$ cat src/aeeu_pkg.sv
package aeeu_pkg;
  // Register byte offsets
  localparam logic [7:0] OFS_CTRL = 8'h00;
  localparam logic [7:0] OFS_STATUS = 8'h04;
  localparam logic [7:0] OFS_BASE = 8'h08;
  localparam logic [7:0] OFS_AREA = 8'h0C;
  localparam logic [7:0] OFS_PAGES = 8'h10;
  localparam logic [7:0] OFS_NSLOT = 8'h14;
  localparam logic [7:0] OFS_CSLOT = 8'h18;
  localparam logic [7:0] OFS_AEP = 8'h1C;
  localparam logic [7:0] OFS_TCS = 8'h20;
  localparam logic [7:0] OFS_COUNT = 8'h24;
  // Control and status fields
  localparam int CTL_PRM = 0;
  localparam int CTL_RND = 1;
  localparam int CTL_PSE = 2;
  localparam int CTL_PLOOP = 3;
  localparam int CTL_M64 = 4;
  localparam int STS_ENCL = 0;
  localparam int STS_BUSY = 1;
  localparam int STS_FULL = 2;
  localparam logic [4:0] CTRL_RST = 5'h00;
  localparam logic [31:0] WORD_ZERO = 32'h0000_0000;
  localparam logic [31:0] SLOT_ONE = 32'h0000_0001;
  localparam logic [31:0] FLAG_CLR = 32'h0001_08D5;
  localparam logic [31:0] RESUME_IDX = 32'h0000_0003;
  localparam logic [15:0] GP_ERR_ZERO = 16'h0000;
  localparam int EXIT_ENCL_BIT = 27;
  localparam int PAGE_SHIFT = 12;
  localparam logic [1:0] RESP_OKAY = 2'h0;
  localparam logic [1:0] RESP_SLVERR = 2'h2;

  typedef enum logic [3:0] {
    ST_IDLE = 4'h1, ST_SAVE = 4'h2, ST_SYNTH = 4'h4, ST_RESTORE = 4'h8
  } aeeu_state_e;
  typedef enum logic [2:0] {
    INS_NONE = 3'h0, INS_RANDOM = 3'h1, INS_SEED = 3'h2, INS_PAUSE = 3'h3,
    INS_CACHE_INVALIDATE_NOWB = 3'h4, INS_ENTER = 3'h5, INS_RESUME = 3'h6
  } aeeu_instr_e;
  typedef enum logic [2:0] {
    EV_EXTINT = 3'h0, EV_NMI = 3'h1, EV_SMI = 3'h2, EV_EXCEPT = 3'h3,
    EV_VMEXIT = 3'h4
  } aeeu_event_e;
  typedef enum logic [1:0] {
    STK_APP = 2'h0, STK_RING = 2'h1, STK_IST = 2'h2
  } aeeu_stack_e;

  typedef struct packed {
    logic valid;
    aeeu_instr_e kind;
    logic pause_loop;
  } aeeu_instr_s;
  typedef struct packed {
    logic valid;
    aeeu_event_e kind;
    logic priv_change;
    logic ist_use;
    logic [2:0] ist_index;
    logic [15:0] vm_reason;
  } aeeu_event_s;
  typedef struct packed {
    logic [31:0] flags;
    logic [31:0] sp;
    logic [31:0] fp;
    logic [15:0] fs;
    logic [15:0] gs;
  } aeeu_core_s;
  typedef struct packed {
    logic valid;
    logic write;
    logic [31:0] addr;
  } aeeu_mem_s;
  typedef struct packed {
    logic [31:0] ip;
    logic [31:0] acc;
    logic [31:0] base;
    logic [31:0] count;
    logic [31:0] sp;
    logic [31:0] fp;
    logic [31:0] flags;
    logic zero_low;
    logic zero_upper;
    logic [15:0] fs;
    logic [15:0] gs;
    aeeu_stack_e stack_sel;
    logic [2:0] ist_index;
  } aeeu_synth_s;
endpackage

$ cat src/aeeu_top.sv
// Function
// - VM exit on an instruction boundary inside an enclave sets exit-reason bit 27.
// - Random and seed reads legal in enclave; VM exit only if random-exiting is 1.
// - Pause legal in enclave; VM exit only if pause or pause-loop exiting set.
// - Once random-exiting is cleared, a resumed random read runs without exit.
// - Once the loop is broken, a resumed pause runs without another loop exit.
// - With reserved-memory protection active, cache invalidate gives protection fault, code 0.
// - Any exit event leaves enclave mode before its handler is invoked.
// - Asynchronous exit saves register state first, then loads synthetic values.
// - Asynchronous exit loads the instruction pointer with the exit pointer.
// - Accumulator gets resume leaf index, base gets thread pointer, count gets exit pointer.
// - Stack and frame pointers return to their values from before enclave entry.
// - Exit stack chosen as outside: new ring, current stack, or stack-table entry.
// - Carry, parity, aux, zero, sign, overflow, resume flags cleared before push.
// - Frame size register counts 4K byte pages per save frame.
// - Save-frame stack base is enclave base address plus save area offset.
// - Exit saves into the frame indexed by the current save slot.
// - Current save slot increments after saving and loading synthetic state.
// - Resume restores state from the frame one below the current save slot and releases it.
// - Entry needs current slot below slot count, otherwise the entry fails.
// - Extended-state part of a frame uses the standard extended-save layout; the unit sends only frame addresses, no frame data.
// - Other data and index registers zeroed; upper eight only in 64-bit mode.
// - The two extra segment registers return to values from last entry or resume.
//
// Added by the designer: the AXI4-Lite register port and the address map.
`timescale 1ns/1ps
`default_nettype none
module aeeu_top #(
  parameter int ADDR_W = 8,
  parameter logic [15:0] RSN_RANDOM = 16'h0039,
  parameter logic [15:0] RSN_SEED = 16'h0039,
  parameter logic [15:0] RSN_PAUSE = 16'h0028
) (
  // Clock, reset, enable
  input wire logic clk,
  input wire logic resetn,
  input wire logic ce,
  // AXI4-Lite slave
  input wire logic [ADDR_W-1:0] s_axi_awaddr,
  input wire logic s_axi_awvalid,
  output logic s_axi_awready,
  input wire logic [31:0] s_axi_wdata,
  input wire logic [3:0] s_axi_wstrb,
  input wire logic s_axi_wvalid,
  output logic s_axi_wready,
  output logic [1:0] s_axi_bresp,
  output logic s_axi_bvalid,
  input wire logic s_axi_bready,
  input wire logic [ADDR_W-1:0] s_axi_araddr,
  input wire logic s_axi_arvalid,
  output logic s_axi_arready,
  output logic [31:0] s_axi_rdata,
  output logic [1:0] s_axi_rresp,
  output logic s_axi_rvalid,
  input wire logic s_axi_rready,
  // Core instruction and event inputs
  input wire aeeu_pkg::aeeu_instr_s instr_i,
  output logic instr_ready,
  input wire aeeu_pkg::aeeu_event_s event_i,
  output logic event_ready,
  input wire aeeu_pkg::aeeu_core_s core_i,
  // Save-frame memory port
  output aeeu_pkg::aeeu_mem_s mem_o,
  input wire logic mem_ack,
  // Results to core
  output logic in_enclave,
  output logic vm_exit,
  output logic [31:0] vm_exit_reason,
  output logic gp_fault,
  output logic [15:0] gp_code,
  output logic enter_ok,
  output logic enter_fail,
  output logic resume_ok,
  output logic resume_fail,
  output logic handler_go,
  output aeeu_pkg::aeeu_synth_s synth_o
);
  import aeeu_pkg::*;

  function automatic logic [31:0] lane_merge(input logic [31:0] old_v,
                                             input logic [31:0] new_v,
                                             input logic [3:0] strb);
    logic [31:0] res;
    res = old_v;
    for (int i = 0; i < 4; i++) begin
      if (strb[i]) res[8*i +: 8] = new_v[8*i +: 8];
    end
    return res;
  endfunction

  // Register file
  logic [4:0] ctrl_r;
  logic [31:0] base_r;
  logic [31:0] area_r;
  logic [31:0] pages_r;
  logic [31:0] nslot_r;
  logic [31:0] cslot_r;
  logic [31:0] aep_r;
  logic [31:0] tcs_r;
  logic [31:0] aex_cnt_r;

  // AXI write and read channel state
  logic aw_held_r;
  logic w_held_r;
  logic [ADDR_W-1:0] awaddr_r;
  logic [31:0] wdata_r;
  logic [3:0] wstrb_r;
  logic bvalid_r;
  logic [1:0] bresp_r;
  logic rvalid_r;
  logic [31:0] rdata_r;
  logic [1:0] rresp_r;

  // Control state
  aeeu_state_e state_r;
  logic in_encl_r;
  logic [31:0] user_sp_r;
  logic [31:0] user_fp_r;
  logic [15:0] fs_r;
  logic [15:0] gs_r;
  aeeu_event_s ev_r;
  logic [31:0] flags_r;
  aeeu_mem_s mem_r;
  aeeu_synth_s synth_r;
  logic vm_exit_r;
  logic [31:0] vm_reason_r;
  logic gp_r;
  logic enter_ok_r;
  logic enter_fail_r;
  logic resume_ok_r;
  logic resume_fail_r;
  logic handler_go_r;

  // Bus decode
  wire logic do_wr = aw_held_r && w_held_r && !bvalid_r;
  wire logic ar_take = s_axi_arvalid && !rvalid_r;
  wire logic [7:0] wa = 8'(awaddr_r);
  wire logic [7:0] ra = 8'(s_axi_araddr);
  wire logic wr_ctrl = do_wr && wa == OFS_CTRL;
  wire logic wr_base = do_wr && wa == OFS_BASE;
  wire logic wr_area = do_wr && wa == OFS_AREA;
  wire logic wr_pages = do_wr && wa == OFS_PAGES;
  wire logic wr_nslot = do_wr && wa == OFS_NSLOT;
  wire logic wr_cslot = do_wr && wa == OFS_CSLOT;
  wire logic wr_aep = do_wr && wa == OFS_AEP;
  wire logic wr_tcs = do_wr && wa == OFS_TCS;
  wire logic wr_ro = wa == OFS_STATUS || wa == OFS_COUNT;
  wire logic wr_hit = wr_ctrl || wr_base || wr_area || wr_pages || wr_nslot ||
                      wr_cslot || wr_aep || wr_tcs || (do_wr && wr_ro);
  wire logic [31:0] ctrl_merged = lane_merge({27'h000_0000, ctrl_r}, wdata_r,
                                             wstrb_r);

  wire logic idle = state_r == ST_IDLE;
  wire logic slot_full = !(cslot_r < nslot_r);
  wire logic [31:0] status_w = {29'h0000_0000, slot_full, !idle, in_encl_r};

  logic [31:0] rd_mux;
  logic rd_hit;
  always_comb begin
    rd_hit = 1'b1;
    case (ra)
      OFS_CTRL: rd_mux = {27'h000_0000, ctrl_r};
      OFS_STATUS: rd_mux = status_w;
      OFS_BASE: rd_mux = base_r;
      OFS_AREA: rd_mux = area_r;
      OFS_PAGES: rd_mux = pages_r;
      OFS_NSLOT: rd_mux = nslot_r;
      OFS_CSLOT: rd_mux = cslot_r;
      OFS_AEP: rd_mux = aep_r;
      OFS_TCS: rd_mux = tcs_r;
      OFS_COUNT: rd_mux = aex_cnt_r;
      default: begin
        rd_mux = WORD_ZERO;
        rd_hit = 1'b0;
      end
    endcase
  end

  // Instruction and event decode
  wire logic instr_take = idle && instr_i.valid;
  wire logic evt_take = idle && event_i.valid && !instr_i.valid;
  wire logic k_rnd = instr_i.kind == INS_RANDOM || instr_i.kind == INS_SEED;
  wire logic k_pse = instr_i.kind == INS_PAUSE;
  wire logic k_ent = instr_i.kind == INS_ENTER;
  wire logic k_res = instr_i.kind == INS_RESUME;
  // Controls are read live so a cleared control takes effect on re-execution
  wire logic rnd_exit = instr_take && k_rnd && ctrl_r[CTL_RND];
  wire logic pse_exit = instr_take && k_pse && (ctrl_r[CTL_PSE] ||
                        (ctrl_r[CTL_PLOOP] && instr_i.pause_loop));
  wire logic cache_invalidate_nowb_gp = instr_take && instr_i.kind == INS_CACHE_INVALIDATE_NOWB &&
                       ctrl_r[CTL_PRM];
  wire logic nest_gp = instr_take && (k_ent || k_res) && in_encl_r;
  wire logic enter_try = instr_take && k_ent && !in_encl_r;
  wire logic resume_try = instr_take && k_res && !in_encl_r;
  wire logic ev_vmx = evt_take && event_i.kind == EV_VMEXIT;
  wire logic gp_any = cache_invalidate_nowb_gp || nest_gp;
  wire logic vmx_any = rnd_exit || pse_exit || ev_vmx;
  wire logic aex_start = in_encl_r && (evt_take || rnd_exit || pse_exit ||
                         gp_any);
  wire logic [15:0] instr_rsn = instr_i.kind == INS_SEED ? RSN_SEED :
                                k_rnd ? RSN_RANDOM : RSN_PAUSE;
  wire logic [15:0] rsn_base = ev_vmx ? event_i.vm_reason : instr_rsn;

  // Event seen by the exit; internally raised faults switch to the handler ring
  aeeu_event_s ev_cap;
  always_comb begin
    ev_cap = event_i;
    if (!evt_take) begin
      ev_cap.kind = gp_any ? EV_EXCEPT : EV_VMEXIT;
      ev_cap.priv_change = 1'b1;
      ev_cap.ist_use = 1'b0;
      ev_cap.ist_index = 3'h0;
      ev_cap.vm_reason = instr_rsn;
    end
  end

  // Save-frame addressing
  wire logic [31:0] area_base = base_r + area_r;
  wire logic [31:0] save_ofs = (cslot_r * pages_r) << PAGE_SHIFT;
  wire logic [31:0] rest_ofs = ((cslot_r - SLOT_ONE) * pages_r) << PAGE_SHIFT;
  wire logic [31:0] save_addr = area_base + save_ofs;
  wire logic [31:0] rest_addr = area_base + rest_ofs;

  wire aeeu_stack_e stk_sel = ev_r.ist_use ? STK_IST :
                              ev_r.priv_change ? STK_RING : STK_APP;
  wire logic hw_inc = state_r == ST_SYNTH;
  wire logic hw_dec = state_r == ST_RESTORE && mem_ack;

  // AXI slave
  always_ff @(posedge clk or negedge resetn) begin
    if (!resetn) begin
      aw_held_r <= 1'b0;
      w_held_r <= 1'b0;
      awaddr_r <= '0;
      wdata_r <= WORD_ZERO;
      wstrb_r <= 4'h0;
      bvalid_r <= 1'b0;
      bresp_r <= RESP_OKAY;
    end else if (ce) begin
      if (s_axi_awvalid && s_axi_awready) begin
        aw_held_r <= 1'b1;
        awaddr_r <= s_axi_awaddr;
      end
      if (s_axi_wvalid && s_axi_wready) begin
        w_held_r <= 1'b1;
        wdata_r <= s_axi_wdata;
        wstrb_r <= s_axi_wstrb;
      end
      if (do_wr) begin
        aw_held_r <= 1'b0;
        w_held_r <= 1'b0;
        bvalid_r <= 1'b1;
        bresp_r <= wr_hit ? RESP_OKAY : RESP_SLVERR;
      end else if (bvalid_r && s_axi_bready) begin
        bvalid_r <= 1'b0;
      end
    end
  end

  always_ff @(posedge clk or negedge resetn) begin
    if (!resetn) begin
      rvalid_r <= 1'b0;
      rdata_r <= WORD_ZERO;
      rresp_r <= RESP_OKAY;
    end else if (ce) begin
      if (ar_take) begin
        rvalid_r <= 1'b1;
        rdata_r <= rd_mux;
        rresp_r <= rd_hit ? RESP_OKAY : RESP_SLVERR;
      end else if (rvalid_r && s_axi_rready) begin
        rvalid_r <= 1'b0;
      end
    end
  end

  // Software registers; hardware slot updates win over a software write
  always_ff @(posedge clk or negedge resetn) begin
    if (!resetn) begin
      ctrl_r <= CTRL_RST;
      base_r <= WORD_ZERO;
      area_r <= WORD_ZERO;
      pages_r <= WORD_ZERO;
      nslot_r <= WORD_ZERO;
      aep_r <= WORD_ZERO;
      tcs_r <= WORD_ZERO;
    end else if (ce) begin
      if (wr_ctrl) ctrl_r <= ctrl_merged[4:0];
      if (wr_base) base_r <= lane_merge(base_r, wdata_r, wstrb_r);
      if (wr_area) area_r <= lane_merge(area_r, wdata_r, wstrb_r);
      if (wr_pages) pages_r <= lane_merge(pages_r, wdata_r, wstrb_r);
      if (wr_nslot) nslot_r <= lane_merge(nslot_r, wdata_r, wstrb_r);
      if (wr_aep) aep_r <= lane_merge(aep_r, wdata_r, wstrb_r);
      if (wr_tcs) tcs_r <= lane_merge(tcs_r, wdata_r, wstrb_r);
    end
  end

  always_ff @(posedge clk or negedge resetn) begin
    if (!resetn) begin
      cslot_r <= WORD_ZERO;
    end else if (ce) begin
      if (hw_inc) cslot_r <= cslot_r + SLOT_ONE;
      else if (hw_dec) cslot_r <= cslot_r - SLOT_ONE;
      else if (wr_cslot) cslot_r <= lane_merge(cslot_r, wdata_r, wstrb_r);
    end
  end

  // Exit, entry and resume sequencer
  always_ff @(posedge clk or negedge resetn) begin
    if (!resetn) begin
      state_r <= ST_IDLE;
      in_encl_r <= 1'b0;
      user_sp_r <= WORD_ZERO;
      user_fp_r <= WORD_ZERO;
      fs_r <= 16'h0000;
      gs_r <= 16'h0000;
      ev_r <= '0;
      flags_r <= WORD_ZERO;
      mem_r <= '0;
      aex_cnt_r <= WORD_ZERO;
    end else if (ce) begin
      case (state_r)
        ST_IDLE: begin
          if (aex_start) begin
            ev_r <= ev_cap;
            flags_r <= core_i.flags;
            mem_r <= '{valid: 1'b1, write: 1'b1, addr: save_addr};
            state_r <= ST_SAVE;
          end else if (enter_try && !slot_full) begin
            in_encl_r <= 1'b1;
            user_sp_r <= core_i.sp;
            user_fp_r <= core_i.fp;
            fs_r <= core_i.fs;
            gs_r <= core_i.gs;
          end else if (resume_try && cslot_r != WORD_ZERO) begin
            user_sp_r <= core_i.sp;
            user_fp_r <= core_i.fp;
            fs_r <= core_i.fs;
            gs_r <= core_i.gs;
            mem_r <= '{valid: 1'b1, write: 1'b0, addr: rest_addr};
            state_r <= ST_RESTORE;
          end
        end
        // Frame layout incl. extended-save area is the memory agent's format
        ST_SAVE: begin
          if (mem_ack) begin
            mem_r <= '0;
            state_r <= ST_SYNTH;
          end
        end
        ST_SYNTH: begin
          in_encl_r <= 1'b0;
          aex_cnt_r <= aex_cnt_r + SLOT_ONE;
          state_r <= ST_IDLE;
        end
        ST_RESTORE: begin
          if (mem_ack) begin
            mem_r <= '0;
            in_encl_r <= 1'b1;
            state_r <= ST_IDLE;
          end
        end
        default: state_r <= ST_IDLE;
      endcase
    end
  end

  // Synthetic state, loaded only after the frame store is acknowledged
  always_ff @(posedge clk or negedge resetn) begin
    if (!resetn) begin
      synth_r <= '0;
    end else if (ce && hw_inc) begin
      synth_r.ip <= aep_r;
      synth_r.acc <= RESUME_IDX;
      synth_r.base <= tcs_r;
      synth_r.count <= aep_r;
      synth_r.sp <= user_sp_r;
      synth_r.fp <= user_fp_r;
      synth_r.flags <= flags_r & ~FLAG_CLR;
      synth_r.zero_low <= 1'b1;
      synth_r.zero_upper <= ctrl_r[CTL_M64];
      synth_r.fs <= fs_r;
      synth_r.gs <= gs_r;
      synth_r.stack_sel <= stk_sel;
      synth_r.ist_index <= ev_r.ist_index;
    end
  end

  // One-cycle result pulses, plus the exit reason, which holds until the next VM exit
  always_ff @(posedge clk or negedge resetn) begin
    if (!resetn) begin
      vm_exit_r <= 1'b0;
      vm_reason_r <= WORD_ZERO;
      gp_r <= 1'b0;
      enter_ok_r <= 1'b0;
      enter_fail_r <= 1'b0;
      resume_ok_r <= 1'b0;
      resume_fail_r <= 1'b0;
      handler_go_r <= 1'b0;
    end else if (ce) begin
      vm_exit_r <= vmx_any;
      if (vmx_any) begin
        vm_reason_r <= {16'h0000, rsn_base};
        vm_reason_r[EXIT_ENCL_BIT] <= in_encl_r;
      end
      gp_r <= gp_any;
      enter_ok_r <= enter_try && !slot_full;
      enter_fail_r <= enter_try && slot_full;
      resume_ok_r <= hw_dec;
      resume_fail_r <= resume_try && cslot_r == WORD_ZERO;
      handler_go_r <= hw_inc;
    end
  end

  assign s_axi_awready = !aw_held_r && !bvalid_r;
  assign s_axi_wready = !w_held_r && !bvalid_r;
  assign s_axi_bvalid = bvalid_r;
  assign s_axi_bresp = bresp_r;
  assign s_axi_arready = !rvalid_r;
  assign s_axi_rvalid = rvalid_r;
  assign s_axi_rdata = rdata_r;
  assign s_axi_rresp = rresp_r;
  assign instr_ready = idle;
  assign event_ready = idle && !instr_i.valid;
  assign mem_o = mem_r;
  assign in_enclave = in_encl_r;
  assign vm_exit = vm_exit_r;
  assign vm_exit_reason = vm_reason_r;
  assign gp_fault = gp_r;
  assign gp_code = GP_ERR_ZERO;
  assign enter_ok = enter_ok_r;
  assign enter_fail = enter_fail_r;
  assign resume_ok = resume_ok_r;
  assign resume_fail = resume_fail_r;
  assign handler_go = handler_go_r;
  assign synth_o = synth_r;
endmodule // aeeu_top
`default_nettype wire

$ cat config.mk
export PLATFORM = sky130hd
export DESIGN_NAME = aeeu_top
export DESIGN_NICKNAME = d
export VERILOG_FILES = /design/src/aeeu_pkg.sv /design/src/aeeu_top.sv
export SDC_FILE = /design/constraint.sdc
export NUM_CORES = 2
export LEC_CHECK = 0
export BUFFER_PORTS_ARGS = -buffer_cell sky130_fd_sc_hd__buf_2
export CAP_MARGIN = 20
export CORE_MARGIN = 2
export CORE_UTILIZATION = 45
export CTS_BUF_LIST = sky130_fd_sc_hd__clkbuf_2 sky130_fd_sc_hd__clkbuf_4 sky130_fd_sc_hd__clkbuf_8
export DETAILED_ROUTE_END_ITERATION = 12
export GPL_TIMING_DRIVEN = 0
export PLACE_DENSITY = 0.63
export RECOVER_POWER = 100
export SYNTH_ARGS = -nofsm -noshare
export SYNTH_HDL_FRONTEND = slang
export SYNTH_SLANG_ARGS = --single-unit
export TNS_END_PERCENT = 10
$ cat constraint.sdc
create_clock -name clk -period 19.25 [get_ports clk]
set_input_delay 1.925 -clock clk [delete_from_list [all_inputs] [get_ports clk]]
set_output_delay 1.925 -clock clk [all_outputs]
set_load 0.005 [all_outputs]
==> flow_summary.yaml <==
timing:
  slew_violations: 692
  max_slew.worst_pin.slew_ns: 6.199
  skew_ns: 0.03014
  finalCriticalPeriod_ns: 12.93
  fin_crit_sh_pct: 67.18
  setup_viol: 0
  rsz0062_at_grt: "no"
  maxSlewHeadroom_pct: -313.3
  fin_tns_setup_ns: 0
  hold_slack_ns: 0.4357
  hold_viol: 0
  fmax_mhz: 77.33
power_and_ir_drop:
  leakage_nw: 28.06
  sw_frac_of_total_pct: 39.18
  power_density_mw_per_mm2: 98.07
  p_int_mw: 3.217
  p_seq_share_pct: 40.1
  total_power_mw: 5.290
  power_frac_comb_pct: 32.6
  switchingPower_mw: 2.072
  vdd_ir_drop_max_v: 0.00007406
  clkPwrFrac_pct: 27.3
drt:
  num_vias: 38367
  dr_wl_met3_um: 13480
  firstDrtPassIters: 8
  top_layer: "met5"
  wl_met1_um: 65400
  drt_iter0_drc: 3399
  drc: 0
  wl_met2_um: 79570
  viasPerCell: 5.477
  wirelength_um: 167900
  detail_route.wl_per_cell_um: 23.97
  ant_nets: 0
cts:
  hold_buffers: 0
  cts_tree: "yes"
  clock_latency_ns: 0.75
  ctsResizeCount: 0
  cts_buffer_depth: 3
  cts.sink_count: 724
  htreeDepth: 3
  post-cts-setup-buffers: 0
  clkSlewWorstSetupHoldPaths_ns: 0.06
  cts_made_buffers: 111
  root_buffer: "clkbuf_8"
critical_path:
  critPathKind: "in2async"
  max_stage_delay_ns: 4.05
  cp_num_buf_inv: 3
  cp.required_ns: 18.94
  worstPathCellList: "clkbuf_1 > clkbuf_1 > clkbuf_1"
  start_kind: "primary input"
  critPathMostFrequentCell: "clkbuf_1"
  critical_path.top_delay_family: "buffers and inverters"
  critPathLaunch: "resetn"
  cp-end-kind: "asynchronous set/reset pin"
  crit_path_max_fanout: 106
  r2r_start: "cslot_r[1]"
  rr_worst_depth: 37
  cpMaxStageDelayCell: "clkbuf_1"
  arrival_ns: 12.62
  rrSetupSlack_ns: 8.21
  rr_endpoint: "mem_o[31]"
global_route:
  antenna_found_initial: 17
  grt_max_degree: 123
  grtUsageTotal_pct: 31.12
  grt_overflow: 0
  grt_pass1_wl_um: 247300
  grt_pass1_vias: 38297
yosys:
  synth.area.top_cells: "dfrtp_1, fa_1, mux2_2, nand2_1, ha_1"
  synthTopCellsByCount: "nand2_1, dfrtp_1, inv_1"
  synth_top_cell_area_share_pct: 38.59
  synth_cell_types: 84
  synthFlopType: "dfrtp_1"
  yosysMostFrequentCell: "nand2_1"
  synth-edff-count: 0
  yosys_warnings: 0
  synth_area_per_cell_um2: 9.792
  yosys_register_bits: 724
  async_flop_share_pct: 100.0
  synth_cells: 4788
  syn_area_mm2: 0.04688
  yosysSeqAreaShare_pct: 38.65
  yosysTopAreaCell: "dfrtp_1"
placed_design:
  port_buffers: 537
  dp_hpwl_um: 129800
  routabilityCongestion: 0.9988
worst_hold_path:
  min_to: "synth_o[73]"
  min_from: "user_fp_r[2]"
  holdPathStages: 2
  hold_path_class: "reg2reg"
die:
  die_area_mm2: 0.1068
  io_pins: 615
  rows: 118
  core_area_mm2: 0.1035
  fp.dieH_um: 326.8
  initial_core_util_pct: 45.30
  die_w_um: 326.8
final_layout:
  layout-drive-gt1-share_pct: 17.72
  fin_nets: 6242
  areaGrowthSynthToFinish_pct: 15.05
status:
  violations: "max-capacitance violations, max-slew violations"
  outcome: "finished, violations left"
job:
  cap_violations: 9
cells by family (layout without fill, tap and decap cells):
group,after synthesis,after routing,share of synthesized area (%)
mux,336,336,8.065
buf+inv,794,1548,7.288
simple gates,1612,1612,15.46
xor+xnor,199,199,3.891
other cells,1,84,0.007999
fa+ha+maj,498,498,17.71
compound gates,624,624,8.935
flops,724,724,38.65
metal layers:
metal  vias up  track usage (%)
met5         -                0
met4         4            15.96
met3       417            6.145
met2      1660            50.67
met1     19208            39.45
li1      17078                -
registers in the layout, summed over array words and instances, names as in the netlist, 32 cells and up:
name / cells
mem_o: 34
aep_r: 32
s_axi_rdata: 32
tcs_r: 32
user_sp_r: 32
aex_cnt_r: 32
user_fp_r: 32
pages_r: 32
area_r: 32
nslot_r: 32
base_r: 32
cslot_r: 32
synth_o: 192
wdata_r: 32
how the worst max path moves through the flow:
| stage | to | slack (ns) | cells past startpoint |
|---|---|---|---|
| finish | aex_cnt_r[8] | 6.32 | 3 |
| global route | aex_cnt_r[8] | 4.00 | 3 |
| CTS | mem_o[31] | 8.43 | 38 |
| detailed placement | mem_o[31] | 8.41 | 38 |
| global placement | synth_o[84] | 0.44 | 1 |
| floorplan | mem_o[31] | 10.35 | 38 |
final cells by class:
| class | count | area (µm²) |
|---|---|---|
| repair buffers | 555 | 2570 |
| inverters | 431 | 1618 |
| diodes | 14 | 35.03 |
| multi-input cells | 3339 | 25580 |
| clock buffers | 168 | 2156 |
| fillers | 9841 | 49560 |
| plain buffers | 363 | 1774 |
| well taps | 1380 | 1727 |
| flip-flops and latches | 724 | 18120 |
| clock inverters | 31 | 360.3 |
through the flow:
| step | setup slack (ns) | instances | area [µm²] | util [%] |
|---|---|---|---|---|
| final | 6.318 | 7005 | 53940 | 52.12 |
| after global routing | 3.996 | 7003 | 53940 | 52.11 |
| after CTS | 8.433 | 6986 | 54350 | 52.51 |
| after detailed placement | 8.406 | 6787 | 51830 | 50.08 |
| after global placement | 0.4428 | 6774 | 51560 | 49.81 |
| after floorplan | 10.35 | 4857 | 47140 | - |
worst register-to-register path, delay by kind of cell (launching register included):
family	cells	cell delay, ns
adders and majority gates	10	3.93
and+or+nand+nor	4	1.06
buffers and inverters	7	1.42
DFF	1	0.59
xor gates and xnor gates	5	1.62
AOI/OAI and AO/OA	11	2.37
cells in the final DEF (no fill, tap or decap), drive strengths merged, types with 8 or more instances in the layout:
cell type	n
nor2b	47
conb	70
o21bai	12
nand2b	22
inv	434
a22o	62
diode	14
a22oi	115
ha	222
a21o	42
and3	23
nor4	9
a31oi	13
and2	169
mux2	334
a221oi	22
fa	276
clkinv	18
o21ai	156
xor2	59
xnor2	136
clkbuf	667
buf	419
nand3	67
nand3b	8
nor2	150
o31ai	20
or3	18
nand4	43
a211oi	12
nand2	985
o21a	17
dfrtp	723
nor3	41
a21oi	102
power groups by stage:
stage	sequential (mW)	clock, mW	combinational (mW)
after floorplan	2.01	0	1.00
after global placement	2.13	0	1.68
after detailed placement	2.13	0	1.72
after CTS	2.11	1.46	1.72
after global routing	2.15	1.53	1.85
final	2.12	1.44	1.72
Note: power is estimated with default switching activity, not from simulation.
